File: config.mk
export PLATFORM = sky130hd
export DESIGN_NAME = hcs_sequencer
export DESIGN_NICKNAME = d
export VERILOG_FILES = /design/src/shared/hcs_pkg.sv /design/src/core/hcs_sequencer.sv
export VERILOG_INCLUDE_DIRS = /design/src /design/src/shared
export SDC_FILE = /design/constraint.sdc
export NUM_CORES = 1
export LEC_CHECK = 0
export BUFFER_PORTS_ARGS = -buffer_cell sky130_fd_sc_hd__buf_4
export CELL_PAD_IN_SITES_DETAIL_PLACEMENT = 1
export CELL_PAD_IN_SITES_GLOBAL_PLACEMENT = 2
export CORE_MARGIN = 8
export CORE_UTILIZATION = 39
export DETAILED_ROUTE_END_ITERATION = 12
export GPL_TIMING_DRIVEN = 0
export PLACE_DENSITY = 0.86
export SETUP_SLACK_MARGIN = 0.4
export SYNTH_ARGS = -nofsm -noshare
export SYNTH_HDL_FRONTEND = slang
export SYNTH_SLANG_ARGS = --single-unit
File: constraint.sdc
create_clock -name clock_i -period 4 [get_ports clock_i]
set_clock_uncertainty 0.05 [all_clocks]
set_input_delay 1 -clock clock_i [delete_from_list [all_inputs] [get_ports clock_i]]
set_output_delay 1 -clock clock_i [all_outputs]
set_load 0.02 [all_outputs]
File: src/shared/hcs_cfg.svh
`ifndef HCS_CFG_SVH
`define HCS_CFG_SVH
// Register byte addresses
`define HCS_ADDR_CTRL2   2'h0
`define HCS_ADDR_STATUS  2'h1
`define HCS_ADDR_BUF     2'h2
`define HCS_ADDR_RELOAD  2'h3
// Second control register fields
`define HCS_C_START      0
`define HCS_C_RSTART     1
`define HCS_C_RCV        3
`define HCS_C_ACKREQ     4
`define HCS_C_ACKVAL     5
`define HCS_REQ_MASK     5'h1f
// Status register fields
`define HCS_S_WRITE_COLLISION_FLAG       0
`define HCS_S_BCOL       1
`define HCS_S_EVENT      2
`define HCS_S_SSEEN      3
`define HCS_S_ACKSTAT    4
`define HCS_S_BUSY       5
// Reset values
`define HCS_RELOAD_RST   8'h04
// Bits per transfer: byte plus returned acknowledge, byte, ack sequence
`define HCS_TX_BITS      4'h9
`define HCS_RX_BITS      4'h8
`define HCS_ACK_BITS     4'h1
`endif

File: src/shared/hcs_pkg.sv
package hcs_pkg;
  typedef enum logic [1:0] {
    HCS_M_TX,
    HCS_M_RX,
    HCS_M_ACK
  } hcs_mode_t;
endpackage

File: src/core/hcs_sequencer.sv
`timescale 1ns/1ps
`include "hcs_cfg.svh"
// Contract
// - Transfers end with Stop or Repeated Start (the sequencer generates no Stop); bus stays held after Repeated Start.
// - Host transmit sends address byte with read/write bit zero.
// - Host receive starts with address byte carrying read/write bit one.
// - Bytes are eight bits; acknowledge follows every byte.
// - Baud generator pauses while clock released, reloads once clock sampled high.
// - Clock high phase lasts at least one full baud rollover.
// - Buffer write while busy sets write collision, buffer unchanged.
// - Low five request bits ignored until pending Start completes.
// - Start request with both lines high reloads baud generator.
// - On timeout with lines high, data low, start-seen set, reload.
// - Second timeout clears start request, halts generator, data stays low.
// - Lines low at start or clock low early: bus collision, abort.
// - Repeated Start request honoured only when sequencer idle.
// - Repeated Start: clock low, release data one period, release clock if data high.
// - Both high one period, data low one period, clock low, request cleared.
// - Start-seen on detected Start; event flag only after baud timeout.
// - Repeated Start collision: data low at clock rise or clock falls early.
// - Ack sequence drives clock low and presents ack value; software sets value first.
// - Ack: one period low, release, one period high, clock low, back to idle.
// - Buffer write during ack sequence sets write collision.
// - Start detection suspended while generating a Start, not a Repeated Start; event flag raised at request clear.
module hcs_sequencer
  import hcs_pkg::*;
#(
  parameter int BW = 8
) (
  input  wire logic          clock_i,
  input  wire logic          rst_i,
  input  wire logic [1:0]    addr_i,
  input  wire logic [7:0]    wdata_i,
  input  wire logic          wr_i,
  input  wire logic          rd_i,
  output logic      [7:0]    rdata_o,
  input  wire logic          scl_i,
  output logic               scl_o,
  output logic               scl_oe_o,
  input  wire logic          sda_i,
  output logic               sda_o,
  output logic               sda_oe_o
);

  typedef enum logic [3:0] {
    HCS_IDLE, HCS_ST_WAIT, HCS_ST_HOLD,
    HCS_RS_LOW, HCS_RS_SDA, HCS_RS_SCLH, HCS_RS_HIGH, HCS_RS_SDAL,
    HCS_B_LOW, HCS_B_REL, HCS_B_HIGH
  } hcs_state_t;

  hcs_state_t  state_r;
  hcs_mode_t   mode_r;
  logic [1:0]  scl_sy_r;
  logic [1:0]  sda_sy_r;
  logic        sda_prev_r;
  logic [4:0]  req_r;
  logic        ack_val_r;
  logic [4:0]  req_clr_r;
  logic [7:0]  buf_r;
  logic [7:0]  shift_r;
  logic [7:0]  reload_r;
  logic [BW-1:0] cnt_r;
  logic        run_r;
  logic [3:0]  bits_r;
  logic        scl_low_r;
  logic        sda_low_r;
  logic        write_collision_flag_r;
  logic        bcol_r;
  logic        event_r;
  logic        sseen_r;
  logic        ackstat_r;
  logic        set_bcol_r;
  logic        set_event_r;
  logic        set_sseen_r;
  logic        set_ackst_r;
  logic        ackst_val_r;
  logic        rx_load_r;
  logic        tx_go_r;
  logic        scl_s;
  logic        sda_s;
  logic        tmo;
  logic        busy;
  logic        wr_buf;
  logic        wr_stat;
  logic        start_det;
  logic [3:0]  bit_last;

  // Two-stage synchronisers; only the second stage feeds logic
  always_ff @(posedge clock_i) begin
    if (rst_i) begin
      scl_sy_r   <= 2'h3;
      sda_sy_r   <= 2'h3;
      sda_prev_r <= 1'b1;
    end else begin
      scl_sy_r   <= {scl_sy_r[0], scl_i};
      sda_sy_r   <= {sda_sy_r[0], sda_i};
      sda_prev_r <= sda_sy_r[1];
    end
  end

  assign scl_s     = scl_sy_r[1];
  assign sda_s     = sda_sy_r[1];
  assign tmo       = run_r && (cnt_r == '0);
  assign busy      = (state_r != HCS_IDLE) || (req_r != 5'h00);
  assign wr_buf    = wr_i && (addr_i == `HCS_ADDR_BUF);
  assign wr_stat   = wr_i && (addr_i == `HCS_ADDR_STATUS);
  // Generated Starts are flagged by the sequencer, generated Repeated Starts by the detector
  assign start_det = scl_s && sda_prev_r && !sda_s &&
                     (state_r != HCS_ST_WAIT) && (state_r != HCS_ST_HOLD);

  // Open-drain pins: only ever pull low
  assign scl_o    = 1'b0;
  assign sda_o    = 1'b0;
  assign scl_oe_o = scl_low_r;
  assign sda_oe_o = sda_low_r;

  // Request bits; new requests only while nothing is pending or running
  always_ff @(posedge clock_i) begin
    if (rst_i) begin
      req_r     <= 5'h00;
      ack_val_r <= 1'b0;
    end else begin
      if (wr_i && addr_i == `HCS_ADDR_CTRL2) begin
        ack_val_r <= wdata_i[`HCS_C_ACKVAL];
      end
      if (wr_i && addr_i == `HCS_ADDR_CTRL2 && !busy) begin
        req_r <= wdata_i[4:0] & `HCS_REQ_MASK;
      end else begin
        req_r <= req_r & ~req_clr_r;
      end
    end
  end

  // Buffer, reload value; a buffer write while busy is dropped, a reload write is not
  always_ff @(posedge clock_i) begin
    if (rst_i) begin
      buf_r    <= 8'h00;
      reload_r <= `HCS_RELOAD_RST;
      tx_go_r  <= 1'b0;
    end else begin
      tx_go_r <= 1'b0;
      if (wr_i && addr_i == `HCS_ADDR_RELOAD) begin
        reload_r <= wdata_i;
      end
      if (rx_load_r) begin
        buf_r <= shift_r;
      end else if (wr_buf && !busy && !tx_go_r) begin
        buf_r   <= wdata_i;
        tx_go_r <= 1'b1;
      end
    end
  end

  // Sticky status flags; a set in the clearing cycle wins
  always_ff @(posedge clock_i) begin
    if (rst_i) begin
      write_collision_flag_r    <= 1'b0;
      bcol_r    <= 1'b0;
      event_r   <= 1'b0;
      sseen_r   <= 1'b0;
      ackstat_r <= 1'b0;
    end else begin
      if (wr_buf && (busy || tx_go_r)) begin
        write_collision_flag_r <= 1'b1;
      end else if (wr_stat && wdata_i[`HCS_S_WRITE_COLLISION_FLAG]) begin
        write_collision_flag_r <= 1'b0;
      end
      if (set_bcol_r) begin
        bcol_r <= 1'b1;
      end else if (wr_stat && wdata_i[`HCS_S_BCOL]) begin
        bcol_r <= 1'b0;
      end
      if (set_event_r) begin
        event_r <= 1'b1;
      end else if (wr_stat && wdata_i[`HCS_S_EVENT]) begin
        event_r <= 1'b0;
      end
      if (set_sseen_r || start_det) begin
        sseen_r <= 1'b1;
      end else if (wr_stat && wdata_i[`HCS_S_SSEEN]) begin
        sseen_r <= 1'b0;
      end
      if (set_ackst_r) begin
        ackstat_r <= ackst_val_r;
      end
    end
  end

  // Read data stands in the cycle after the read strobe
  always_ff @(posedge clock_i) begin
    if (rst_i) begin
      rdata_o <= 8'h00;
    end else if (rd_i) begin
      case (addr_i)
        `HCS_ADDR_CTRL2:  rdata_o <= {2'h0, ack_val_r, req_r};
        `HCS_ADDR_STATUS: rdata_o <= {2'h0, busy, ackstat_r, sseen_r,
                                      event_r, bcol_r, write_collision_flag_r};
        `HCS_ADDR_BUF:    rdata_o <= buf_r;
        default:          rdata_o <= reload_r;
      endcase
    end else begin
      rdata_o <= 8'h00;
    end
  end

  always_comb begin
    case (mode_r)
      HCS_M_TX: bit_last = `HCS_TX_BITS;
      HCS_M_RX: bit_last = `HCS_RX_BITS;
      default:  bit_last = `HCS_ACK_BITS;
    endcase
  end

  // Sequencer with its down-counting baud generator
  always_ff @(posedge clock_i) begin
    if (rst_i) begin
      state_r     <= HCS_IDLE;
      mode_r      <= HCS_M_TX;
      cnt_r       <= '0;
      run_r       <= 1'b0;
      bits_r      <= 4'h0;
      shift_r     <= 8'h00;
      scl_low_r   <= 1'b0;
      sda_low_r   <= 1'b0;
      req_clr_r   <= 5'h00;
      set_bcol_r  <= 1'b0;
      set_event_r <= 1'b0;
      set_sseen_r <= 1'b0;
      set_ackst_r <= 1'b0;
      ackst_val_r <= 1'b0;
      rx_load_r   <= 1'b0;
    end else begin
      req_clr_r   <= 5'h00;
      set_bcol_r  <= 1'b0;
      set_event_r <= 1'b0;
      set_sseen_r <= 1'b0;
      set_ackst_r <= 1'b0;
      rx_load_r   <= 1'b0;
      if (run_r && cnt_r != '0) begin
        cnt_r <= cnt_r - 1'b1;
      end
      case (state_r)
        HCS_IDLE: begin
          run_r <= 1'b0;
          if (req_clr_r != 5'h00) begin
            // Wait for the request bit to clear before looking again
          end else if (req_r[`HCS_C_START]) begin
            if (!scl_s && !sda_s) begin
              set_bcol_r <= 1'b1;
              req_clr_r  <= 5'h1f;
            end else if (scl_s && sda_s) begin
              cnt_r   <= reload_r[BW-1:0];
              run_r   <= 1'b1;
              state_r <= HCS_ST_WAIT;
            end
          end else if (req_r[`HCS_C_RSTART]) begin
            scl_low_r <= 1'b1;
            state_r   <= HCS_RS_LOW;
          end else if (req_r[`HCS_C_RCV] || req_r[`HCS_C_ACKREQ] || tx_go_r) begin
            mode_r    <= req_r[`HCS_C_RCV] ? HCS_M_RX :
                         req_r[`HCS_C_ACKREQ] ? HCS_M_ACK : HCS_M_TX;
            shift_r   <= buf_r;
            bits_r    <= 4'h0;
            scl_low_r <= 1'b1;
            sda_low_r <= req_r[`HCS_C_RCV] ? 1'b0 :
                         req_r[`HCS_C_ACKREQ] ? !ack_val_r : !buf_r[7];
            cnt_r     <= reload_r[BW-1:0];
            run_r     <= 1'b1;
            state_r   <= HCS_B_LOW;
          end
        end
        HCS_ST_WAIT: begin
          if (!scl_s) begin
            set_bcol_r <= 1'b1;
            req_clr_r  <= 5'h1f;
            state_r    <= HCS_IDLE;
          end else if (tmo) begin
            sda_low_r   <= 1'b1;
            set_sseen_r <= 1'b1;
            cnt_r       <= reload_r[BW-1:0];
            state_r     <= HCS_ST_HOLD;
          end
        end
        HCS_ST_HOLD: begin
          if (tmo) begin
            run_r       <= 1'b0;
            req_clr_r   <= 5'h01;
            set_event_r <= 1'b1;
            state_r     <= HCS_IDLE;
          end
        end
        HCS_RS_LOW: begin
          if (!scl_s) begin
            sda_low_r <= 1'b0;
            cnt_r     <= reload_r[BW-1:0];
            run_r     <= 1'b1;
            state_r   <= HCS_RS_SDA;
          end
        end
        HCS_RS_SDA: begin
          if (tmo && sda_s) begin
            scl_low_r <= 1'b0;
            run_r     <= 1'b0;
            state_r   <= HCS_RS_SCLH;
          end
        end
        HCS_RS_SCLH: begin
          if (scl_s && !sda_s) begin
            set_bcol_r <= 1'b1;
            req_clr_r  <= 5'h1f;
            state_r    <= HCS_IDLE;
          end else if (scl_s) begin
            cnt_r   <= reload_r[BW-1:0];
            run_r   <= 1'b1;
            state_r <= HCS_RS_HIGH;
          end
        end
        HCS_RS_HIGH: begin
          if (!scl_s) begin
            set_bcol_r <= 1'b1;
            req_clr_r  <= 5'h1f;
            state_r    <= HCS_IDLE;
          end else if (tmo) begin
            sda_low_r <= 1'b1;
            cnt_r     <= reload_r[BW-1:0];
            state_r   <= HCS_RS_SDAL;
          end
        end
        HCS_RS_SDAL: begin
          if (tmo) begin
            scl_low_r   <= 1'b1;
            run_r       <= 1'b0;
            req_clr_r   <= 5'h02;
            set_event_r <= 1'b1;
            state_r     <= HCS_IDLE;
          end
        end
        HCS_B_LOW: begin
          if (tmo) begin
            scl_low_r <= 1'b0;
            run_r     <= 1'b0;
            state_r   <= HCS_B_REL;
          end
        end
        HCS_B_REL: begin
          if (scl_s) begin
            cnt_r   <= reload_r[BW-1:0];
            run_r   <= 1'b1;
            state_r <= HCS_B_HIGH;
          end
        end
        HCS_B_HIGH: begin
          if (tmo) begin
            scl_low_r <= 1'b1;
            bits_r    <= bits_r + 4'h1;
            if (mode_r != HCS_M_ACK) begin
              shift_r <= {shift_r[6:0], sda_s};
            end
            if (bits_r + 4'h1 == bit_last) begin
              run_r       <= 1'b0;
              set_event_r <= 1'b1;
              state_r     <= HCS_IDLE;
              case (mode_r)
                HCS_M_TX: begin
                  set_ackst_r <= 1'b1;
                  ackst_val_r <= sda_s;
                end
                HCS_M_RX: begin
                  rx_load_r <= 1'b1;
                  req_clr_r <= 5'h08;
                end
                default: begin
                  sda_low_r <= 1'b0;
                  req_clr_r <= 5'h10;
                end
              endcase
            end else begin
              // Ninth bit of a transmit and all receive bits leave data free
              sda_low_r <= (mode_r == HCS_M_TX) && (bits_r + 4'h1 < 4'h8) &&
                           !shift_r[6];
              cnt_r     <= reload_r[BW-1:0];
              state_r   <= HCS_B_LOW;
            end
          end
        end
        default: begin
          state_r <= HCS_IDLE;
        end
      endcase
    end
  end

endmodule

==> results.yml <==
status:
  run_status: "finished, final reports clean"
clock_tree:
  worstSkewPairLatency_ps: 360
  cts_setup_buffers: 0
  cts_root_buf: "clkbuf_16"
  cts_sinks: 81
  clk_path_buf_depth: 2
  clk_pin_slew_ps: 70
  cts_hold_buf: 0
  htree_levels: 3
  cts-buffers-inserted: 9
  cts_tree: "built"
  ctsResizeCount: 0
power:
  p_leak_nw: 2.08
  vdd_drop_max_v: 0.000344
  p_per_area_nw_per_um2: 559
  total_power_mw: 3.12
timing:
  post-route-min-period_ps: 2910
  rsz0062_at_grt: "false"
  setup-violations-final: 0
  hold_viol_final: 0
  tightest_slew_ps: 877
  finalHoldWorstSlack_ps: 361
  post-route-period-util: 0.729
  slew-limit-headroom: 0.412
  fmax_ghz: 0.343
  tns_ps: 0
  setup_slack_ps: 1090
  slew_violations: 0
floorplanning:
  die_height_um: 128
  dieArea_um2: 16400
  dieWidth_um: 128
  rows: 41
  fp.coreArea_um2: 12400
  io_pins: 28
  start_util: 0.394
detailed_routing:
  dr_total_vias: 5034
  drc: 0
  wl_mm: 19.6
  dr.pass1.iters: 5
  via_per_inst: 5.99
  first_iter_violations: 363
  routed-wl-met3_mm: 1.40
  wl_met1_mm: 8.96
  met2_length_mm: 8.71
  drtAntennaViolNets: 0
  top_layer: "met4"
  avgRoutedWirePerCell_um: 23.3
global_routing:
  grt_max_degree: 16
  grt_pass1_vias: 5117
  grt_pass1_wl_mm: 30.3
  antenna_found_initial: 0
  grt-ovfl-total: 0
  grt_use_total: 0.244
synthesis:
  ys.flop_type: "dfxtp_1"
  synth_compound_area_frac: 0.242
  synth_edf_count: 0
  ys_types: 79
  synth_top_family_by_area: "simple AND/OR/NAND/NOR gates"
  synth-simple-area-share: 0.268
  ys_ff_latch: 81
  synth_top_area_frac: 0.331
  syn-cell-area_um2: 4900
  synth_xor_area_frac: 0.0107
  synth_largest_area_cell: "dfxtp_1"
  synthCells: 628
  synthAdderAreaFrac: 0.00511
  yosysSeqAreaShare: 0.331
  synth_async_sr_flop_share: 0
  ys_warn_count: 0
  synth_mux_area_frac: 0.0912
  syn_area_per_cell_um2: 7.80
  ys_top_cells_by_area: "dfxtp_1 33%, a21oi_1 7.3%, nor2_1 5.9%"
worst_setup_path:
  worstPathRequired_ps: 4200
  critical_path_arrival_ps: 3120
  path_max_fanout: 8
  r2r_cells: 7
  critPathCaptureType: "register"
  worstReg2RegEnd: "cnt_r[6]$_SDFF_PP0_"
  cp-start-kind: "register"
  rrSetupSlack_ps: 1090
  reg2reg_from: "cnt_r[3]$_SDFF_PP0_"
  worstSetupPathType: "reg -> reg"
final_layout:
  design_area_um2: 5590
  fin_cells: 841
  final_cell_mix: "81 x dfxtp_1, 77 x nor2_1, 74 x nand2_1"
  fin_nets: 682
  fillers: 1586
  drive_gt1_frac: 0.126
  final_util: 0.450
  area_growth_pct: 14.1
  layout_commonest_cell: "dfxtp_1"
  antenna_cells: 0
min_path:
  hp-start: "sda_sy_r[0]$_SDFF_PP1_"
  hp-class: "reg -> reg"
  worst_hold_path.endpoint: "sda_sy_r[1]$_SDFF_PP1_"
  holdPathStages: 1
placed_design:
  io_buffers: 24
  place_area_um2: 5300
  pre_cts_ws_ps: 1160
  dp_hpwl_mm: 15.2
  gp_congestion: 0.933
  dp_cells: 825
job:
  max_cap_viol_count: 0
## power breakdown
group | switching [mW] | internal, mW
Sequential | 0.0724 | 0.872
Combinational | 0.876 | 0.484
Clock | 0.373 | 0.444
## cell families (layout without fill, tap and decap cells)
logic type / count (synthesis) / after routing
buffers and inverters: 56 / 96
adders and majority gates: 2 / 2
DFF: 81 / 81
other: 1 / 2
and+or+nand+nor: 262 / 262
AOI/OAI and AO/OA: 184 / 184
xor gates and xnor gates: 6 / 6
muxes: 36 / 36
## worst max-delay path, cell delays in order, from the launching register on
cell       delay [ps]
dfxtp_1           380
nor4_1            590
nand3_1           540
a2bb2oi_1         470
a31oi_1           130
a211oi_1          260
a41oi_1           160
o21ba_1           230
## worst max-delay path by stage
stage               cells after the start  slack, ps           startpoint                    end
floorplan                               5       1680            addr_i[0]  buf_r[0]$_SDFFE_PP0P_
global placement                        7       1280  cnt_r[3]$_SDFF_PP0_    cnt_r[6]$_SDFF_PP0_
detailed placement                      7       1160  cnt_r[3]$_SDFF_PP0_    cnt_r[6]$_SDFF_PP0_
CTS                                     7       1140  cnt_r[3]$_SDFF_PP0_    cnt_r[6]$_SDFF_PP0_
global route                            7        960  cnt_r[3]$_SDFF_PP0_    cnt_r[6]$_SDFF_PP0_
finish                                  7       1090  cnt_r[3]$_SDFF_PP0_    cnt_r[6]$_SDFF_PP0_
## cell type report
type,count,area [um^2],share of cell area
Multi-Input combinational cell,492,3030,0.542
Sequential cell,81,1620,0.290
Clock buffer,10,239,0.0428
Tap cell,172,215,0.0385
Buffer,44,208,0.0372
Timing Repair Buffer,24,180,0.0323
Clock inverter,6,50.0,0.00896
Inverter,12,45.0,0.00806
## flip-flops by register name, summed over array words and instances, names as in the netlist, 2 cells and up
register	flops
rdata_o	8
mode_r	2
cnt_r	8
shift_r	8
buf_r	8
req_clr_r	5
bits_r	4
req_r	5
sda_sy_r	2
reload_r	8
state_r	4
scl_sy_r	2
## layer usage
layer  global-route usage  up-vias
met5                    0        -
met4               0.0930        0
met3               0.0632       33
met2                0.378      160
met1                0.318     2494
li1                     -     2347
## cells in the mapped netlist (all sizes together) (3+ instances only)
master	instances
inv	12
nand2	74
a21oi	71
clkbuf	23
nand3b	5
o22ai	8
a311oi	3
or3	6
dfxtp	81
a211oi	12
mux2	9
a2bb2oi	6
o211ai	4
nor2b	17
o31ai	5
nand2b	8
and2	3
or2	9
nor3	20
nand3	14
and3	5
buf	21
nor3b	6
nor2	79
a31oi	6
a221oi	3
xnor2	4
or4	5
mux2i	21
mux4	6
o21ai	32
nor4	5
Note: power is estimated with default switching activity, not from simulation.
